File: src/fsa_pkg.sv
package fsa_pkg;

  ////////////////////////////////////////////////////////////////////////////////
  // register offsets (byte addresses)
  localparam logic [11:0] OFS_SYNC_LO = 12'h124;
  localparam logic [11:0] OFS_SYNC_HI = 12'h128;
  localparam logic [11:0] OFS_ACK_TX  = 12'h140;
  localparam logic [11:0] OFS_ACK_RX  = 12'h144;
  localparam logic [11:0] OFS_CTRL    = 12'h160;
  localparam logic [11:0] OFS_DIV     = 12'h164;
  localparam logic [11:0] OFS_STAT    = 12'h168;
  localparam logic [11:0] OFS_WEND    = 12'h16c;

  ////////////////////////////////////////////////////////////////////////////////
  // field layout
  localparam int unsigned FIELD_W     = 12;
  localparam int unsigned LO_FIELD    = 0;
  localparam int unsigned HI_FIELD    = 16;
  localparam int unsigned CTRL_STD    = 0;
  localparam int unsigned CTRL_SLOT   = 1;
  localparam int unsigned CTRL_TWU    = 16;
  localparam int unsigned STD_HI_BITS = 8;
  localparam int unsigned STAT_ACK    = 0;
  localparam int unsigned STAT_WIN    = 1;
  localparam int unsigned STAT_RXOFF  = 2;
  localparam int unsigned STAT_SYNC   = 3;

  ////////////////////////////////////////////////////////////////////////////////
  // reset values and lengths
  localparam logic [31:0] SYNC_RST      = 32'h0000_0000;
  localparam logic [11:0] DLY_RST       = 12'h000;
  localparam logic [6:0]  SYNC_LEN_FULL = 7'h40;
  localparam logic [6:0]  SYNC_LEN_STD  = 7'h28;

  ////////////////////////////////////////////////////////////////////////////////
  // timing: one bit period of the 250 kb/s bit clock is one quarter symbol
  localparam int unsigned CLK_PERIOD_NS = 100;
  localparam int unsigned BIT_PERIOD_NS = 4000;
  localparam int unsigned BIT_CYCLES    = BIT_PERIOD_NS / CLK_PERIOD_NS;
  localparam logic [15:0] DIV_RST       = 16'(BIT_CYCLES - 1);

  ////////////////////////////////////////////////////////////////////////////////
  // states
  typedef enum logic [1:0] {
    AK_IDLE  = 2'b00,
    AK_DELAY = 2'b01,
    AK_SLOT  = 2'b10
  } fsa_ack_t;

  typedef enum logic {
    SY_IDLE = 1'b0,
    SY_SEND = 1'b1
  } fsa_sync_t;

endpackage

File: src/fsa_timer.sv
`timescale 1ns/10ps
module fsa_timer #(
  parameter int unsigned W = 12
) (
  // clock and reset
  input  wire logic         pclk,
  input  wire logic         presetn,
  // control
  input  wire logic         start,
  input  wire logic         tick,
  input  wire logic [W-1:0] value,
  // result
  output logic              done,
  output logic              busy
);

  if (W < 1 || W > 16) begin : g_chk
    $error("fsa_timer: W out of range");
  end

  typedef struct packed {
    logic [W-1:0] cnt;
    logic         busy;
    logic         done;
  } fsa_tmr_st_t;

  fsa_tmr_st_t s, n;

  // zero delay finishes at once, otherwise counts down bit ticks
  always_comb begin
    n      = s;
    n.done = 1'b0;
    if (start) begin
      if (value == '0) begin
        n.done = 1'b1;
        n.busy = 1'b0;
      end else begin
        n.cnt  = value;
        n.busy = 1'b1;
      end
    end else if (s.busy && tick) begin
      if (s.cnt == W'(1)) begin
        n.busy = 1'b0;
        n.done = 1'b1;
      end else begin
        n.cnt = s.cnt - W'(1);
      end
    end
  end

  always_ff @(posedge pclk or negedge presetn) begin
    if (!presetn) begin
      s <= '0;
    end else begin
      s <= n;
    end
  end

  assign done = s.done;
  assign busy = s.busy;

endmodule

File: src/fsa_core.sv
// Summary of operation
// - low sync word held, sent first
// - high sync word sent right after low
// - standard mode uses only high word's low byte
// - ack delay tuned for 12-symbol ack start
// - slotted mode waits next backoff slot after delay
// - ack delay counts quarter symbols to warm-up
// - zero ack delay starts warm-up at once when not slotted
// - poll delay from poll ack to data
// - restart gap keeps receiver off N bits
// - search window opens N quarter symbols after tx
// - zero search delay starts receiver warm-up at once
// - search window closes N quarter symbols after tx
// - tx warm-up leads preamble by N bits
`timescale 1ns/10ps
module fsa_core #(
  parameter int unsigned DIV_W = 16
) (
  // clock and reset
  input  wire logic        pclk,
  input  wire logic        presetn,
  // apb slave
  input  wire logic        psel,
  input  wire logic        penable,
  input  wire logic        pwrite,
  input  wire logic [11:0] paddr,
  input  wire logic [31:0] pwdata,
  output logic      [31:0] prdata,
  output logic             pready,
  output logic             pslverr,
  // sequencer events
  input  wire logic        rx_frame_done,
  input  wire logic        tx_done,
  input  wire logic        poll_ack_done,
  input  wire logic        rx_stop,
  input  wire logic        tx_req,
  input  wire logic        backoff_slot,
  input  wire logic        sync_load,
  // modem controls
  output logic             ack_warmup_start,
  output logic             polled_data_start,
  output logic             rx_warmup_start,
  output logic             ack_search_open,
  output logic             rx_off,
  output logic             rx_restart,
  output logic             tx_warmup_start,
  output logic             preamble_go,
  output logic             sync_bit,
  output logic             sync_valid,
  output logic             bit_tick
);

  if (DIV_W < 4 || DIV_W > 16) begin : g_chk
    $error("fsa_core: DIV_W out of range");
  end

  localparam int unsigned FW = fsa_pkg::FIELD_W;

  typedef struct packed {
    logic [31:0]         sync_lo;
    logic [31:0]         sync_hi;
    logic [FW-1:0]       ack_dly;
    logic [FW-1:0]       poll_dly;
    logic [FW-1:0]       srch;
    logic [FW-1:0]       gap;
    logic [FW-1:0]       wend;
    logic [FW-1:0]       twu;
    logic                std;
    logic                slot;
    logic [DIV_W-1:0]    div;
    logic [DIV_W-1:0]    divcnt;
    logic                tick;
    logic                pready;
    logic                pslverr;
    logic [31:0]         prdata;
    fsa_pkg::fsa_ack_t   ak;
    fsa_pkg::fsa_sync_t  sy;
    logic [63:0]         sh;
    logic [6:0]          left;
    logic                sync_bit;
    logic                sync_valid;
    logic                ack_go;
    logic                poll_go;
    logic                rxwu_go;
    logic                win;
    logic                rx_off;
    logic                rx_rst;
    logic                txwu_go;
    logic                pre_go;
  } fsa_core_st_t;

  fsa_core_st_t s, n;

  ////////////////////////////////////////////////////////////////////////////////
  // delay timers, all on the shared bit tick

  logic ack_done;
  logic poll_done;
  logic srch_done;
  logic wend_done;
  logic gap_done;
  logic twu_done;

  fsa_timer #(.W(FW)) u_ack (
    .pclk    (pclk),
    .presetn (presetn),
    .start   (rx_frame_done),
    .tick    (s.tick),
    .value   (s.ack_dly),
    .done    (ack_done),
    .busy    ()
  );

  fsa_timer #(.W(FW)) u_poll (
    .pclk    (pclk),
    .presetn (presetn),
    .start   (poll_ack_done),
    .tick    (s.tick),
    .value   (s.poll_dly),
    .done    (poll_done),
    .busy    ()
  );

  fsa_timer #(.W(FW)) u_srch (
    .pclk    (pclk),
    .presetn (presetn),
    .start   (tx_done),
    .tick    (s.tick),
    .value   (s.srch),
    .done    (srch_done),
    .busy    ()
  );

  fsa_timer #(.W(FW)) u_wend (
    .pclk    (pclk),
    .presetn (presetn),
    .start   (tx_done),
    .tick    (s.tick),
    .value   (s.wend),
    .done    (wend_done),
    .busy    ()
  );

  fsa_timer #(.W(FW)) u_gap (
    .pclk    (pclk),
    .presetn (presetn),
    .start   (rx_stop),
    .tick    (s.tick),
    .value   (s.gap),
    .done    (gap_done),
    .busy    ()
  );

  fsa_timer #(.W(FW)) u_twu (
    .pclk    (pclk),
    .presetn (presetn),
    .start   (tx_req),
    .tick    (s.tick),
    .value   (s.twu),
    .done    (twu_done),
    .busy    ()
  );

  ////////////////////////////////////////////////////////////////////////////////
  // register read mux

  function automatic logic [31:0] rd_mux(input fsa_core_st_t r, input logic [11:0] a);
    logic [31:0] d;
    d = 32'h0000_0000;
    case (a)
      fsa_pkg::OFS_SYNC_LO: d = r.sync_lo;
      fsa_pkg::OFS_SYNC_HI: d = r.sync_hi;
      fsa_pkg::OFS_ACK_TX: begin
        d[fsa_pkg::LO_FIELD +: FW] = r.ack_dly;
        d[fsa_pkg::HI_FIELD +: FW] = r.poll_dly;
      end
      fsa_pkg::OFS_ACK_RX: begin
        d[fsa_pkg::LO_FIELD +: FW] = r.srch;
        d[fsa_pkg::HI_FIELD +: FW] = r.gap;
      end
      fsa_pkg::OFS_CTRL: begin
        d[fsa_pkg::CTRL_STD]       = r.std;
        d[fsa_pkg::CTRL_SLOT]      = r.slot;
        d[fsa_pkg::CTRL_TWU +: FW] = r.twu;
      end
      fsa_pkg::OFS_DIV: d[DIV_W-1:0] = r.div;
      fsa_pkg::OFS_STAT: begin
        d[fsa_pkg::STAT_ACK]   = (r.ak != fsa_pkg::AK_IDLE);
        d[fsa_pkg::STAT_WIN]   = r.win;
        d[fsa_pkg::STAT_RXOFF] = r.rx_off;
        d[fsa_pkg::STAT_SYNC]  = (r.sy == fsa_pkg::SY_SEND);
      end
      fsa_pkg::OFS_WEND: d[fsa_pkg::LO_FIELD +: FW] = r.wend;
      default: d = 32'h0000_0000;
    endcase
    return d;
  endfunction

  function automatic logic mapped(input logic [11:0] a);
    return a == fsa_pkg::OFS_SYNC_LO || a == fsa_pkg::OFS_SYNC_HI ||
           a == fsa_pkg::OFS_ACK_TX  || a == fsa_pkg::OFS_ACK_RX  ||
           a == fsa_pkg::OFS_CTRL    || a == fsa_pkg::OFS_DIV     ||
           a == fsa_pkg::OFS_STAT    || a == fsa_pkg::OFS_WEND;
  endfunction

  ////////////////////////////////////////////////////////////////////////////////
  // next state

  always_comb begin
    n            = s;
    n.pready     = 1'b0;
    n.pslverr    = 1'b0;
    n.ack_go     = 1'b0;
    n.poll_go    = 1'b0;
    n.rxwu_go    = 1'b0;
    n.rx_rst     = 1'b0;
    n.txwu_go    = 1'b0;
    n.pre_go     = 1'b0;
    n.sync_valid = 1'b0;

    // bit clock divider, ratio div+1
    if (s.divcnt >= s.div) begin
      n.divcnt = '0;
      n.tick   = 1'b1;
    end else begin
      n.divcnt = s.divcnt + DIV_W'(1);
      n.tick   = 1'b0;
    end

    // apb: one wait state, write lands on the edge that drops pready
    if (psel && penable && !s.pready) begin
      n.pready  = 1'b1;
      n.pslverr = !mapped(paddr);
      n.prdata  = pwrite ? 32'h0000_0000 : rd_mux(s, paddr);
    end
    if (psel && penable && s.pready && pwrite) begin
      case (paddr)
        fsa_pkg::OFS_SYNC_LO: n.sync_lo = pwdata;
        fsa_pkg::OFS_SYNC_HI: n.sync_hi = pwdata;
        fsa_pkg::OFS_ACK_TX: begin
          n.ack_dly  = pwdata[fsa_pkg::LO_FIELD +: FW];
          n.poll_dly = pwdata[fsa_pkg::HI_FIELD +: FW];
        end
        fsa_pkg::OFS_ACK_RX: begin
          n.srch = pwdata[fsa_pkg::LO_FIELD +: FW];
          n.gap  = pwdata[fsa_pkg::HI_FIELD +: FW];
        end
        fsa_pkg::OFS_CTRL: begin
          n.std  = pwdata[fsa_pkg::CTRL_STD];
          n.slot = pwdata[fsa_pkg::CTRL_SLOT];
          n.twu  = pwdata[fsa_pkg::CTRL_TWU +: FW];
        end
        fsa_pkg::OFS_DIV:  n.div  = pwdata[DIV_W-1:0];
        fsa_pkg::OFS_WEND: n.wend = pwdata[fsa_pkg::LO_FIELD +: FW];
        default: n.div = s.div;
      endcase
    end

    // ack warm-up sequencing
    case (s.ak)
      fsa_pkg::AK_IDLE: begin
        if (rx_frame_done) begin
          n.ak = fsa_pkg::AK_DELAY;
        end
      end
      fsa_pkg::AK_DELAY: begin
        if (ack_done) begin
          if (s.slot) begin
            n.ak = fsa_pkg::AK_SLOT;
          end else begin
            n.ack_go = 1'b1;
            n.ak     = fsa_pkg::AK_IDLE;
          end
        end
      end
      fsa_pkg::AK_SLOT: begin
        if (backoff_slot) begin
          n.ack_go = 1'b1;
          n.ak     = fsa_pkg::AK_IDLE;
        end
      end
      default: n.ak = fsa_pkg::AK_IDLE;
    endcase

    n.poll_go = poll_done;
    n.rxwu_go = srch_done;
    n.win     = (s.win | srch_done) & ~wend_done;

    // receiver off for the gap, then restart
    if (rx_stop) begin
      n.rx_off = 1'b1;
    end else if (gap_done && s.rx_off) begin
      n.rx_off = 1'b0;
      n.rx_rst = 1'b1;
    end

    n.txwu_go = tx_req;
    n.pre_go  = twu_done;

    // sync pattern: low word first, lsb first
    case (s.sy)
      fsa_pkg::SY_IDLE: begin
        if (sync_load) begin
          n.sh[31:0] = s.sync_lo;
          if (s.std) begin
            n.sh[63:32] = {24'h00_0000, s.sync_hi[fsa_pkg::STD_HI_BITS-1:0]};
            n.left      = fsa_pkg::SYNC_LEN_STD;
          end else begin
            n.sh[63:32] = s.sync_hi;
            n.left      = fsa_pkg::SYNC_LEN_FULL;
          end
          n.sy = fsa_pkg::SY_SEND;
        end
      end
      fsa_pkg::SY_SEND: begin
        if (s.tick) begin
          n.sync_bit   = s.sh[0];
          n.sync_valid = 1'b1;
          n.sh         = {1'b0, s.sh[63:1]};
          n.left       = s.left - 7'h01;
          if (s.left == 7'h01) begin
            n.sy = fsa_pkg::SY_IDLE;
          end
        end
      end
      default: n.sy = fsa_pkg::SY_IDLE;
    endcase
  end

  always_ff @(posedge pclk or negedge presetn) begin
    if (!presetn) begin
      s     <= '0;
      s.div <= DIV_W'(fsa_pkg::DIV_RST);
    end else begin
      s <= n;
    end
  end

  ////////////////////////////////////////////////////////////////////////////////
  // outputs

  assign prdata            = s.prdata;
  assign pready            = s.pready;
  assign pslverr           = s.pslverr;
  assign ack_warmup_start  = s.ack_go;
  assign polled_data_start = s.poll_go;
  assign rx_warmup_start   = s.rxwu_go;
  assign ack_search_open   = s.win;
  assign rx_off            = s.rx_off;
  assign rx_restart        = s.rx_rst;
  assign tx_warmup_start   = s.txwu_go;
  assign preamble_go       = s.pre_go;
  assign sync_bit          = s.sync_bit;
  assign sync_valid        = s.sync_valid;
  assign bit_tick          = s.tick;
endmodule

File: config.mk
export PLATFORM = sky130hd
export DESIGN_NAME = fsa_core
export DESIGN_NICKNAME = d
export VERILOG_FILES = /design/src/fsa_pkg.sv /design/src/fsa_timer.sv /design/src/fsa_core.sv
export SDC_FILE = /design/constraint.sdc
export NUM_CORES = 1
export LEC_CHECK = 0
export BUFFER_PORTS_ARGS = -buffer_cell sky130_fd_sc_hd__buf_2
export CAP_MARGIN = 30
export CORE_UTILIZATION = 39
export CTS_BUF_LIST = sky130_fd_sc_hd__clkbuf_16
export DETAILED_ROUTE_END_ITERATION = 10
export SYNTH_ARGS = -nofsm -noshare
export SYNTH_HDL_FRONTEND = slang
export SYNTH_SLANG_ARGS = --single-unit
File: constraint.sdc
create_clock -name pclk -period 6.1 [get_ports pclk]
set_clock_uncertainty 0.05 [all_clocks]
set_input_delay 0.305 -clock pclk [delete_from_list [all_inputs] [get_ports pclk]]
set_output_delay 0.305 -clock pclk [all_outputs]
set_load 0.01 [all_outputs]
## Word level (Yosys, flattened, before mapping)

Cells that the tools add are included.

- Bits in latches: 0
- Bits in writable memories: 0
- Memories kept: 0
- Register bits: 373
- Memory bits (read-only): 0
- Word-level logic and storage cells: 228

- Order comparisons: 1
- $mul: 0
- Reduce and logical (&&, ||, !) cells: 63
- Bitwise operators: 4
- Shift-type cells: 0
- Eq/ne operators: 34
- $add $sub $neg: 8
- Div/mod/pow operators: 0
- Muxes and demuxes: 70

Operator list:

| kind | number |
|---|---|
| $mux W14 | 12 |
| $mux W12 | 12 |
| $pmux W72 S2 | 1 |
| $eq A12 B9 Y1 const B | 8 |
| $mux W74 | 1 |
| $eq A12 B1 Y1 const B | 6 |
| $logic_not A12 Y1 | 6 |
| $mux W72 | 1 |
| $sub A12 B1 Y12 const B | 6 |
| $mux W32 | 2 |
| $pmux W12 S5 | 1 |
| $pmux W8 S6 | 1 |
| $mux W34 | 1 |
| $ne A2 B2 Y1 const B | 15 |
| $reduce_and A2 Y1 | 15 |
| $reduce_bool A2 Y1 | 14 |
| $mux W2 | 11 |
| $reduce_and A3 Y1 | 7 |
| $mux W1 | 19 |
| $mux W17 | 1 |
| $add A16 B1 Y16 const B | 1 |
| $ge A16 B16 Y1 | 1 |
| $pmux W2 S8 | 1 |
| $pmux W2 S7 | 1 |
| other kinds (17) | 36 |

## Longest topological paths before layout

- Depth in word-level cells: 10
- Gate-level depth with buffers: 9

## By module

Synthesis repeated with hierarchy kept, for this count alone.

- Cells, all modules: 1,764
- Area, all modules: 18,850.6 um^2

Modules (own cells, without submodules):

| module | instances | area each (um^2) | cells each |
|---|---|---|---|
| fsa_core | 1 | 13,326.5 | 1,146 |
| fsa_timer at u_ack ... | 5 | 920.9 | 103 |
| fsa_timer at u_wend | 1 | 919.6 | 103 |

## Least setup slack after synthesis

No wires, ideal clock.

- Kind: input to register
- From: input port paddr[6]
- To: register s[237] in the netlist's numbering
- Stages: 8
- Arrival time: 2,144 ps
- Slack: 3,781 ps
- Path through: clkbuf_1 > or4b_1 > clkbuf_1 > nor3b_2 > and2_1 > buf_2 > buf_6 > mux2_2

- Longest elaborated chain between the ends: 2

RTL lines:

| element | RTL line | RTL |
|---|---|---|
| start: declaration | fsa_core.sv:26 | `input wire logic [11:0] paddr,` |
| $eq A12 B9 Y1 | fsa_core.sv:237 | `case (paddr)` |
| $reduce_and A2 Y1 (no line) | n/a |  |
| end signal: assignment | fsa_core.sv:335 | `s <= n;` |
| end: declaration | fsa_core.sv:92 | `fsa_core_st_t s, n;` |

No other way between the ends.
A chain may end at the register's enable or synchronous reset.

## Worst setup path after layout

- From: input port paddr[6]
- To: register s[250] in the netlist's numbering

Same word-level chain as after synthesis.

==> impl_metrics.tcl <==
set metrics [dict create \
    grt_first_pass_wirelength_um 81400 \
    vdd_drop_max_mv 0.204 \
    critPathBufInv 2 \
    hp-class "in -> reg" \
    clock_sinks 373 \
    antenna_left 0 \
    syn_area_um2 18400 \
    h-tree-depth 2 \
    synth_nets 1866 \
    cap_violations 0 \
    die_area_um2 48100 \
    post_cts_resize_count 0 \
    critPathMaxFanout 32 \
    grt_pass1_vias 13900 \
    grt.total_usage_pct 21.8 \
    crit_path_max_incr_delay_ns 0.91 \
    internal-power_mw 4.63 \
    period_minus_slack_ns 3.01 \
    setup_viol 0 \
    clk_pin_slew_ns 0.06 \
    cts_buffer_depth 3 \
    vias 14300 \
    synth_edf_count 0 \
    p_sw_share_pct 31.1 \
    fmax_mhz 332 \
    io-pin-count 101 \
    core-area_um2 46600 \
    rsz0062_at_grt "false" \
    drive_gt1_share_pct 17.1 \
    synthTopCellsByArea "dfrtp_1, mux2_2, nand2_1" \
    dr.pass1.iters 5 \
    grt_max_degree 186 \
    cts_root_buf "clkbuf_16" \
    overflow 0 \
    power.total_mw 6.72 \
    r2r_slack_ns 3.13 \
    synth_flop_cell "dfrtp_1" \
    post_drt_wl_per_cell_um 21.0 \
    critPathLaunchType "input pin" \
    yosysTopAreaCell "dfrtp_1" \
    yosysWarnings 0 \
    antenna_cells 0 \
    critPathRequiredTime_ns 6.49 \
    cp_top_family "simple AND/OR/NAND/NOR gates" \
    syn_to_final_growth_pct 12.7 \
    path_cells "buf_2, or4b_1, nor3b_2, and2_1, buf_4, mux2_2" \
    p_switching_mw 2.09 \
    hold_ws_ns 0.0326 \
    cts_buffers 42 \
    syn_inst 1776 \
    slowest_stage "nor3b_2" \
    pwr-share-clk_pct 37.7 \
    insertion_delay_ns 0.56 \
    p_leak_nw 9.77 \
    drt-total-wl_um 51600 \
    via_per_inst 5.82 \
    seqPwrFrac_pct 43.4 \
    final.setup.tns_ns 0 \
    initial_core_util_pct 39.5 \
    place_congestion 0.891 \
    outcome "finished, final reports clean" \
    dieWidth_um 219 \
    ys_seq_area_share_pct 50.7 \
    nNetsFinal 1912 \
    hold_viol_final 0 \
    dieHeight_um 219 \
    final_core_util_pct 44.6 \
    yosysMostFrequentCell "dfrtp_1" \
    antenna_found_initial 1 \
    min_period_over_period_pct 49.4 \
    worstMarginPinSlew_ns 1.01 \
    p_per_area_nw_per_um2 324 \
    dp_hpwl_um 35000 \
    synth_top_area_share_pct 50.2 \
    synth-seq-cells 373 \
    final_area_um2 20800 \
    place.port_buffers 100 \
    p_comb_share_pct 18.9 \
    cts_tree "done" \
    arrival_ns 3.40 \
    relSlewSlack_pct 32.3 \
    synthTopCellsByCount "dfrtp_1, nand2_1, o21ai_0" \
    cp-end-kind "flip-flop" \
    crit_type "in -> reg" \
    num_rows 79 \
    drcViolationCount 0 \
    avgSynthCellArea_um2 10.4 \
    placed_area_um2 19300 \
    initialDrtViolationCount 1516 \
    drv_slew 0 \
    yosys.cell_types.count 74 \
    async_flop_share_pct 100 \
]
## metal layers
metal  GRT usage [%]  wire, um
met1            32.7     25200
met2            32.9     23000
met3            2.74      2550
met4            5.81       930
met5               0         0
## cell usage in the layout, fill, tap and decap left out, types with 7 or more instances in the layout
cell type and count:
a21oi_1 66, buf_2 100, and2_1 8, nor4_1 42, dlygate4sd3_1 10, nand3_1 33, nor2b_1 9, nor2_1 80
a22oi_1 109, inv_1 59, mux2_1 52, nand4_1 13, nor3b_1 9, nand2_1 234, a22o_1 36, o2bb2ai_1 20
nor3_1 40, or4_1 10, clkbuf_16 45, dfrtp_1 369, mux2_2 108, clkinv_2 8, xor2_1 8, buf_4 14
clkinv_1 8, ha_1 34, and3_1 8, a221oi_1 7, o21ai_0 124, or3_1 7, o22ai_1 18, mux2i_1 27
## area by class of cell
type	instances	area, um2
Sequential cell	373	9340
Clock inverter	30	243
Fill cell	4357	25800
Multi-Input combinational cell	1221	8260
Tap cell	607	759
Clock buffer	45	1130
Inverter	54	203
Timing Repair Buffer	130	826
## path summary, 6_finish.rpt
| kind | start | end | cells after the start |
|---|---|---|---|
| min in group asynchronous | presetn | prdata[23]$_DFFE_PN0P_ | 2 |
| worst max register to register | pready$_DFF_PN0_ | s[195]$_DFFE_PN0P_ | 4 |
| worst max-delay path | paddr[6] | s[250]$_DFFE_PN0P_ | 6 |
| max in group asynchronous | presetn | s[125]$_DFF_PN0_ | 3 |
| worst min-delay path | pwdata[20] | s[181]$_DFFE_PN0P_ | 2 |
| worst min register to register | u_poll.done$_DFF_PN0_ | polled_data_start$_DFF_PN0_ | 0 |
## worst register-to-register path, delay by kind of cell, from the launching register on
family	cells	cell delay (ns)
AND/OR/NAND/NOR	3	1.82
multiplexers	1	0.62
flip-flops	1	0.35
## stage by stage
step                      setup WS (ns)  std cells
after detailed placement           2.54       2374
after floorplan                    3.78       1776
after global routing               2.93       2460
after global placement             2.60       2369
final                              3.09       2460
after CTS                          3.11       2459
## cell families (layout without fill, tap and decap cells)
family                   count (synthesis)  after routing  synth area share, %
AND/OR/NAND/NOR                        533            533                 14.0
AO/OA/AOI/OAI                          453            453                 16.5
flip-flops                             373            373                 50.7
multiplexers                           187            187                 11.3
buffers and inverters                  182            259                 4.58
adder cells (fa/ha/maj)                 34             34                 2.31
XOR/XNOR                                14             14                0.666
## power by group through the flow
| stage | Clock [mW] | Combinational (mW) | Sequential (mW) |
|---|---|---|---|
| finish | 2.54 | 1.27 | 2.92 |
| global route | 2.69 | 1.43 | 2.95 |
| CTS | 2.59 | 1.26 | 2.91 |
| detailed placement | 0 | 1.25 | 2.95 |
| global placement | 0 | 1.22 | 2.94 |
| floorplan | 0 | 0.893 | 2.90 |
## registers in the layout (all words and copies together) (netlist names), 12 cells and up
name,cells
u_wend.s,12
u_ack.s,12
prdata,32
s,244
u_srch.s,12
u_poll.s,12
u_twu.s,12
u_gap.s,12
## repair_timing
action | 4_1_cts | 5_1_grt
hold buffers | 10 | 0
buffers inserted | 0 | 0
hold endpoints to repair | 133 | 0
Power figures use the tool's default switching activity.
